**src/include/kr_seq_pkg.sv**
```systemverilog
// Package with offsets, fields and types of the sequencer control word
package kr_seq_pkg;
    localparam int ADDR_W = 11;
    localparam logic [10:0] OFF_SEQ_CTRL = 11'h4b0;
    localparam logic [10:0] QUAD_LANE_SHIFT = 11'h400;
    localparam logic [10:0] MAP_PHY_LO = 11'h0b0;
    localparam logic [10:0] MAP_PHY_HI = 11'h0ff;
    localparam int BIT_RESTART = 0;
    localparam int BIT_AN_TMR_OFF = 1;
    localparam int BIT_LF_TMR_OFF = 2;
    localparam int BIT_FAIL_ERR = 3;
    localparam int BIT_FORCE_LO = 4;
    localparam int BIT_CAL_EN = 8;
    localparam int BIT_FAIL_ACT = 12;
    localparam logic [31:0] SEQ_CTRL_RESET = 32'h0000_0000;
    localparam logic [3:0] FORCE_NONE = 4'h0;
    localparam logic [3:0] FORCE_GIGE = 4'h1;
    localparam logic [3:0] FORCE_XAUI = 4'h2;
    localparam logic [3:0] FORCE_10GR = 4'h4;
    localparam logic [3:0] FORCE_10GKR = 4'h5;

    typedef enum logic [2:0] {
        MODE_AUTO = 3'b000,
        MODE_GIGE = 3'b001,
        MODE_XAUI = 3'b010,
        MODE_10GR = 3'b011,
        MODE_10GKR = 3'b100
    } protocol_mode_e;

    typedef struct packed {
        logic negotiation_timer_off;
        logic link_fail_timer_off;
        logic training_fail_on_errors;
        logic [3:0] protocol_force_select;
        logic calibration_enable;
        logic training_failure_action;
    } seq_fields_s;

    typedef struct packed {
        logic restart_pulse;
        logic calibration_run;
        protocol_mode_e active_mode;
        logic negotiation_timer_run;
        logic link_fail_timer_run;
        logic training_judge_errors;
        logic failure_to_data_mode;
    } seq_ctrl_out_s;

    typedef struct packed {
        seq_fields_s fields;
        logic restart;
        protocol_mode_e mode;
        logic cal_latched;
        logic [31:0] rdata;
        logic rvalid;
    } seq_state_s;
endpackage

```
**src/core/kr_sequencer_control.sv**
```systemverilog
// Sequencer control word register bank with management slave
`timescale 1ns/1ps
`default_nettype none

// Notes on behaviour
// RQ1: Restart write resets sequencer, starts reconfiguration
// RQ2: Bit 1 set stops negotiation timer
// RQ3: Bit 2 set stops link-fail timer
// RQ4: Bit 3 fails training on nonzero errors
// RQ5: Bits 7:4 decode the forced protocol
// RQ6: Force value applies only at restart
// RQ7: Bit 8 adds calibration to reconfiguration
// RQ8: Bit 12 picks data mode on failure
// RQ9: Four-lane map offsets sit 0x400 higher
// RQ10: Fields reset to zero
// RQ11: Software avoids reserved addresses
// RQ12: One flat word-addressed slave port
// RQ13: Bits 11:9 reserved, no function
// RQ14: Restart yields one-cycle pulse, reads zero
module kr_sequencer_control
#(
    parameter bit FOUR_LANE = 1'b1
)
(
    input wire logic clk_sys,
    input wire logic reset_n,
    input wire logic [kr_seq_pkg::ADDR_W-1:0] mgmt_address,
    input wire logic mgmt_read,
    input wire logic mgmt_write,
    input wire logic [31:0] mgmt_writedata,
    output logic [31:0] mgmt_readdata,
    output logic mgmt_readdatavalid,
    output logic mgmt_waitrequest,
    output kr_seq_pkg::seq_ctrl_out_s seq_ctrl
);
    import kr_seq_pkg::*;

    // ************************************************
    // Address translation
    // ************************************************
    function automatic logic [ADDR_W-1:0] map_addr(input logic [ADDR_W-1:0] a);
        logic [ADDR_W-1:0] r;
        r = a;
        if (FOUR_LANE && a >= MAP_PHY_LO && a <= MAP_PHY_HI)
        begin
            r = ADDR_W'(a + QUAD_LANE_SHIFT); // RQ9
        end
        return r;
    endfunction

    function automatic protocol_mode_e decode_force(input logic [3:0] f);
        protocol_mode_e m;
        m = MODE_AUTO;
        unique case (f) // RQ5
            FORCE_GIGE: m = MODE_GIGE;
            FORCE_XAUI: m = MODE_XAUI;
            FORCE_10GR: m = MODE_10GR;
            FORCE_10GKR: m = MODE_10GKR;
            default: m = MODE_AUTO;
        endcase
        return m;
    endfunction

    seq_state_s state_reg;
    seq_state_s state_next;
    logic hit;

    // ************************************************
    // Next state
    // ************************************************
    always_comb
    begin
        state_next = state_reg;
        hit = (map_addr(mgmt_address) == OFF_SEQ_CTRL); // RQ12
        state_next.restart = 1'b0; // RQ14
        state_next.rvalid = mgmt_read;
        state_next.rdata = 32'h0000_0000;
        if (mgmt_read && hit)
        begin
            state_next.rdata[BIT_RESTART] = 1'b0; // RQ14
            state_next.rdata[BIT_AN_TMR_OFF] = state_reg.fields.negotiation_timer_off;
            state_next.rdata[BIT_LF_TMR_OFF] = state_reg.fields.link_fail_timer_off;
            state_next.rdata[BIT_FAIL_ERR] = state_reg.fields.training_fail_on_errors;
            state_next.rdata[BIT_FORCE_LO +: 4] = state_reg.fields.protocol_force_select;
            state_next.rdata[BIT_CAL_EN] = state_reg.fields.calibration_enable;
            state_next.rdata[BIT_FAIL_ACT] = state_reg.fields.training_failure_action; // RQ8
        end
        if (mgmt_write && hit)
        begin
            state_next.fields.negotiation_timer_off = mgmt_writedata[BIT_AN_TMR_OFF]; // RQ2
            state_next.fields.link_fail_timer_off = mgmt_writedata[BIT_LF_TMR_OFF]; // RQ3
            state_next.fields.training_fail_on_errors = mgmt_writedata[BIT_FAIL_ERR]; // RQ4
            state_next.fields.protocol_force_select = mgmt_writedata[BIT_FORCE_LO +: 4];
            state_next.fields.calibration_enable = mgmt_writedata[BIT_CAL_EN]; // RQ7
            state_next.fields.training_failure_action = mgmt_writedata[BIT_FAIL_ACT]; // RQ8
            if (mgmt_writedata[BIT_RESTART])
            begin
                state_next.restart = 1'b1; // RQ1
                state_next.mode = decode_force(mgmt_writedata[BIT_FORCE_LO +: 4]); // RQ6
                state_next.cal_latched = mgmt_writedata[BIT_CAL_EN]; // RQ7
            end
        end
    end

    always_ff @(posedge clk_sys or negedge reset_n)
    begin
        if (!reset_n)
        begin
            state_reg <= '0; // RQ10
        end
        else
        begin
            state_reg <= state_next;
        end
    end

    // ************************************************
    // Outputs
    // ************************************************
    assign mgmt_readdata = state_reg.rdata;
    assign mgmt_readdatavalid = state_reg.rvalid;
    assign mgmt_waitrequest = 1'b0;
    assign seq_ctrl.restart_pulse = state_reg.restart; // RQ1
    assign seq_ctrl.calibration_run = state_reg.restart & state_reg.cal_latched; // RQ7
    assign seq_ctrl.active_mode = state_reg.mode; // RQ6
    assign seq_ctrl.negotiation_timer_run = ~state_reg.fields.negotiation_timer_off; // RQ2
    assign seq_ctrl.link_fail_timer_run = ~state_reg.fields.link_fail_timer_off; // RQ3
    assign seq_ctrl.training_judge_errors = state_reg.fields.training_fail_on_errors; // RQ4
    assign seq_ctrl.failure_to_data_mode = state_reg.fields.training_failure_action; // RQ8
endmodule

`default_nettype wire

```
**config.mk**
```make
export PLATFORM = sky130hd
export DESIGN_NAME = kr_sequencer_control
export DESIGN_NICKNAME = d
export VERILOG_FILES = /design/src/include/kr_seq_pkg.sv /design/src/core/kr_sequencer_control.sv
export SDC_FILE = /design/constraint.sdc
export NUM_CORES = 1
export LEC_CHECK = 0
export BUFFER_PORTS_ARGS = -buffer_cell sky130_fd_sc_hd__buf_2
export CAP_MARGIN = 0
export CORE_MARGIN = 10
export CORE_UTILIZATION = 35
export CTS_BUF_LIST = sky130_fd_sc_hd__clkbuf_8
export DETAILED_ROUTE_END_ITERATION = 10
export PLACE_DENSITY = 0.78
export SYNTH_ARGS = -nofsm -noshare
export SYNTH_HDL_FRONTEND = slang
export SYNTH_SLANG_ARGS = --single-unit
```
**constraint.sdc**
```tcl
create_clock -name clk_sys -period 1.1 [get_ports clk_sys]
set_input_delay 0.055 -clock clk_sys [delete_from_list [all_inputs] [get_ports clk_sys]]
set_output_delay 0.055 -clock clk_sys [all_outputs]
set_load 0.005 [all_outputs]
```
==> flow_summary.toml, run 1 <==
[die]
boundaryPins = 90
die_x_um = 80.1
core_area_sq_um = 3420
dieHeight_um = 80.1
initial_core_util_pct = 37.0
fp-row-count = 21
die_area_sq_um = 6420

[power_and_ir_drop]
power_density_nw_per_um2 = 1230
p_leak_nw = 0.802
max-vdd-ir-drop_mv = 0.907

[synth]
synth_xor_area_share_pct = 1.38
synth_largest_area_cell = "dfrtp_1"
synth-edff-count = 0
synth_area_leaders = "dfrtp_1 47%, buf_4 23%, mux2_2 12%"
synth.most_common_cell = "buf_4"
synth_warnings = 0
synth_mux_area_share_pct = 11.6
synthAdderAreaFrac_pct = 0
syn_area_sq_um = 1260
synth_top_family_by_area = "buffers and inverters"
ys_seq_area_share_pct = 47.5
synth_flop_cell = "dfrtp_1"
synth_common_cells = "39 x buf_4, 24 x dfrtp_1, 13 x mux2_2"
synth_cell_types = 18
netlist_instances = 106
synthSimpleGateAreaFrac_pct = 15.1
synth_compound_area_share_pct = 0
syn_avg_cell_area_sq_um = 11.9
async_flop_share_pct = 100
synth.ff_latch_count = 24
synth_top_cell_area_share_pct = 47.5

[critical_path]
worst_path_largest_cell_delay_ns = 0.36
worst-r2r-cell-count = 1
crit_path_end_kind = "register"
setup.worst_path.start = "mgmt_address[1]"
r2r_end = "seq_ctrl[1]"
path_buf_inv = 1
crit_arrival_ns = 1.16
worstSetupStartpointType = "input pin"
worstSetupPathType = "in -> reg"
crit_required_ns = 1.25
path_cells = "buf_2, nor4_4, and4_4, mux2_4"
critical-path-top-delay-family = "simple AND/OR/NAND/NOR gates"
r2r-start = "seq_ctrl[1]"
worst_path_max_delay_cell = "nor4_4"
reg2reg_slack_ns = 0.32
worstPathMaxFanout = 4

[routing]
drt_iter0_drc = 3
drt-pass1-iter-count = 3
final_antenna_net_count = 0
drcViolationCount = 0
wl_per_cell_um = 12.7
vias = 712
viasPerCell = 3.87
wl_um = 2330

[timing]
final_hold_viol_count = 0
worst_slew_pin_slew_ns = 0.509
rsz0062_at_grt = "false"
fmax_mhz = 986
slew_viol_final = 0
fin_crit_ns = 1.01
finalClockSkew_ns = 0.00265
worst_slack_ns = 0.0855
fin_crit_sh_pct = 92.2
fin_tns_setup_ns = 0
hold_slack_ns = 0.0277
relSlewSlack_pct = 66.0
setup_viol = 0

[clock_network]
cts_resized = 0
clk_latency_ns = 0.26
cts_tree = "yes"
clock_sinks = 24
cts_root_buf = "clkbuf_8"
cts_max_path_buffers = 2
cts_htree_levels = 1
cts.clk_slew.worst_paths_ns = 0.08
cts_buffers = 3

[outcome]
status = "completed"

[global_routing]
antenna_found_initial = 0
grt-ovfl-total = 0
grt_pass1_wl_um = 3590
track_usage_pct = 6.92
grt_pass1_vias = 802
grt_start_max_net_pins = 25

[placement]
post-place-ws_ns = -0.196
dp_cells = 178
io_buffers = 42
gp_congestion = 0.736
hpwl_um = 2050

[final_layout]
area_delta_synth_final_pct = 13.5
nets = 186
largest_reg_flops = 9
diodes = 0
layout.cells.non_filler = 184
drive_above_1_share_pct = 47.1

[worst_hold_path]
min_to = "seq_ctrl[0]"
min_path_type = "in -> reg"
hold_depth = 2
min_from = "mgmt_writedata[12]"

[run]
maxCapViolations = 0
==> metal layers <==
metal	track usage (%)	up-vias	wire length [um]
li1	-	349	-
met1	7.30	315	935
met2	10.9	48	1020
met3	5.35	0	377
met4	1.06	0	0
met5	0	-	0
==> cell type report <==
| type | count | area [sq um] |
|---|---|---|
| clock inverter | 1 | 30.0 |
| inverter | 2 | 7.51 |
| clock buffer | 3 | 41.3 |
| sequential | 24 | 601 |
| multi-input combinational | 63 | 460 |
| tap | 46 | 57.6 |
| timing repair buffer | 45 | 238 |
| fill | 348 | 1980 |
==> what timing repair did <==
action	in CTS	in global routing
hold endpoints to repair	25	0
setup endpoints to repair	0	0
setup buffers	0	0
hold buffers	2	0
==> metrics by stage <==
step                utilization, %  instance area (sq um)  power (W)
floorplan                        -                   1370    0.00102
global placement              39.3                   1340    0.00103
detailed placement            39.3                   1340    0.00104
CTS                           42.0                   1440    0.00179
global route                  42.0                   1440    0.00186
finish                        42.0                   1440    0.00177
==> how the worst max path moves through the flow <==
stage | to | depth (start not counted)
after floorplan | seq_ctrl[4] | 3
after global placement | seq_ctrl[4] | 4
after detailed placement | seq_ctrl[6] | 4
after CTS | seq_ctrl[4] | 4
after global routing | seq_ctrl[5] | 4
final | seq_ctrl[4] | 4
==> kinds of logic after synthesis <==
kind of cell,after synthesis
and+or+nand+nor,24
xor gates and xnor gates,2
DFF,24
muxes,13
buffers and inverters,42
other,1
==> where the power goes <==
part	switching (W)	internal, W	leakage [nW]
Combinational	0.0000785	0.0000558	0.433
Clock	0.000255	0.000485	0.0357
Sequential	0.00000314	0.000889	0.333
Total	0.000337	0.00143	0.802
==> cells in the final DEF, fill, tap and decap left out, types with 2 or more instances in the layout <==
cell type      Yosys  final
buf_2              1     42
conb_1             1     24
dfrtp_1           24     24
and2_1            11     11
mux2_2            13      9
mux2_4             0      4
nor3_1             3      3
clkbuf_8           0      3
and4_2             2      2
inv_1              2      2
xnor2_1            2      2
dlygate4sd3_1      0      2
No activity file was read; power rests on OpenSTA's default activity.
==> run 2, diff against run 1 <==
Settings changed: GPL_TIMING_DRIVEN from default to 0, PLACE_DENSITY 0.78 to default, PLACE_DENSITY_LB_ADDON from default to 0.08.
==> flow_summary.toml, run 2 (synthesized netlist as in run 1, its figures left out) <==
[final_layout]
post-route-util_pct = 50.5
area_delta_synth_final_pct = 36.4
largest_reg_flops = 9
drive_above_1_share_pct = 58.8
final_common_cell = "buf_2"
nets = 225
diodes = 0
mostFrequentLayoutCells = "43 x buf_2, 39 x buf_4, 24 x conb_1, 24 x dfrtp_1, 11 x and2_1"

[timing]
finalClockSkew_ns = 0.000543
final_hold_viol_count = 0
fin_crit_ns = 1.04
rsz0062_at_grt = "false"
slew_viol_final = 0
fin_crit_sh_pct = 94.7
setup_viol = 0
relSlewSlack_pct = 66.0
worst_slew_pin_slew_ns = 0.511
fmax_mhz = 960

[critical_path]
worstPathMaxFanout = 4
path_cells = "buf_2, nor4_4, and4_4, mux2_4"
critical-path-top-delay-family = "simple AND/OR/NAND/NOR gates"
crit_required_ns = 1.24
worst_path_largest_cell_delay_ns = 0.37
crit_arrival_ns = 1.18
worst_path_max_delay_cell = "nor4_4"
worstSetupStartpointType = "input pin"
path_buf_inv = 1
crit_path_end_kind = "register"
worstSetupPathType = "in -> reg"

[die]
die_area_sq_um = 6420
boundaryPins = 90
fp-row-count = 21
dieHeight_um = 80.1
die_x_um = 80.1
initial_core_util_pct = 37.0
core_area_sq_um = 3420

[run]
maxCapViolations = 0

[power_and_ir_drop]
max-vdd-ir-drop_mv = 0.595
p_total_w = 0.00184
p_leak_nw = 1.01
power_density_nw_per_um2 = 1070

[clock_network]
post-cts-setup-buffer-count = 0
clk_latency_ns = 0.25
cts_root_buf = "clkbuf_8"
cts_max_path_buffers = 2
clock_sinks = 24
cts_htree_levels = 1
cts.clk_slew.worst_paths_ns = 0.09
cts_buffers = 3
cts_resized = 0
cts_tree = "yes"

[outcome]
status = "completed"

[placement]
io_buffers = 42
gp_congestion = 0.661
hpwl_um = 2270

[routing]
drt-pass1-iter-count = 3
drcViolationCount = 0
wl_um = 2630
drt_iter0_drc = 32
vias = 837
wl_per_cell_um = 11.8
viasPerCell = 3.75
final_antenna_net_count = 0

[global_routing]
track_usage_pct = 8.32
grt_start_max_net_pins = 25
grt-ovfl-total = 0
grt_pass1_wl_um = 4290
antenna_found_initial = 0
grt_pass1_vias = 933

[worst_hold_path]
min_path_type = "in -> reg"
==> run 2: cell count changes in the layout (fill, tap and decap cells not counted), sizes merged <==
cell,previous run,this run
buf,43,82
==> run 2: repair_timing <==
item / 4_1_cts / 5_1_grt
endpoints found under the setup margin: 0 / 0
hold buffers: 2 / 0
hold endpoints to repair: 25 / 0
==> run 2: layout make-up <==
type	count	area, sq um
well taps	46	57.6
multi-input cells	63	460
repair buffers	44	230
inverters	2	7.51
clock inverters	1	30.0
flip-flops and latches	24	601
fillers	343	1690
clock buffers	3	41.3
plain buffers	40	298
==> run 2: worst paths after layout <==
path | endpoint | depth (start not counted) | from | slack, ns
min in group asynchronous | mgmt_readdata[1] | 2 | reset_n | 0.30
worst min register to register | mgmt_readdata[8] | 1 | state_reg[39] | 0.48
worst max register to register | seq_ctrl[6] | 1 | seq_ctrl[6] | 0.33
max in group asynchronous | seq_ctrl[6] | 2 | reset_n | 0.45
worst max-delay path | seq_ctrl[6] | 4 | mgmt_address[1] | 0.06
worst min-delay path | seq_ctrl[1] | 2 | mgmt_writedata[3] | 0.02
==> run 2: through the flow <==
step	hold slack, ns	setup TNS [ns]	instance area [sq um]	std cells	setup WS [ns]
CTS	0.0156	0	1730	223	0.0505
detailed placement	0.0629	-3.17	1630	217	-0.221
floorplan	-0.241	-0.135	1370	129	-0.0338
global placement	0.0607	-3.00	1630	217	-0.211
finish	0.0188	0	1730	223	0.0587
global route	0.0117	0	1730	223	0.00707
==> run 2: routing by layer <==
layer | wire length (um) | vias up | global-route usage [%]
li1 | - | 425 | -
met4 | 31 | 0 | 3.17
met5 | 0 | - | 0
met3 | 353 | 2 | 5.01
met2 | 1320 | 39 | 14.0
met1 | 921 | 371 | 8.24
==> run 2: power by group <==
| group | internal, W | total [W] | switching, W | leakage, nW |
|---|---|---|---|---|
| registers | 0.000889 | 0.000891 | 0.00000296 | 0.333 |
| clock network | 0.000486 | 0.000752 | 0.000266 | 0.0357 |
| logic | 0.000110 | 0.000201 | 0.0000914 | 0.647 |
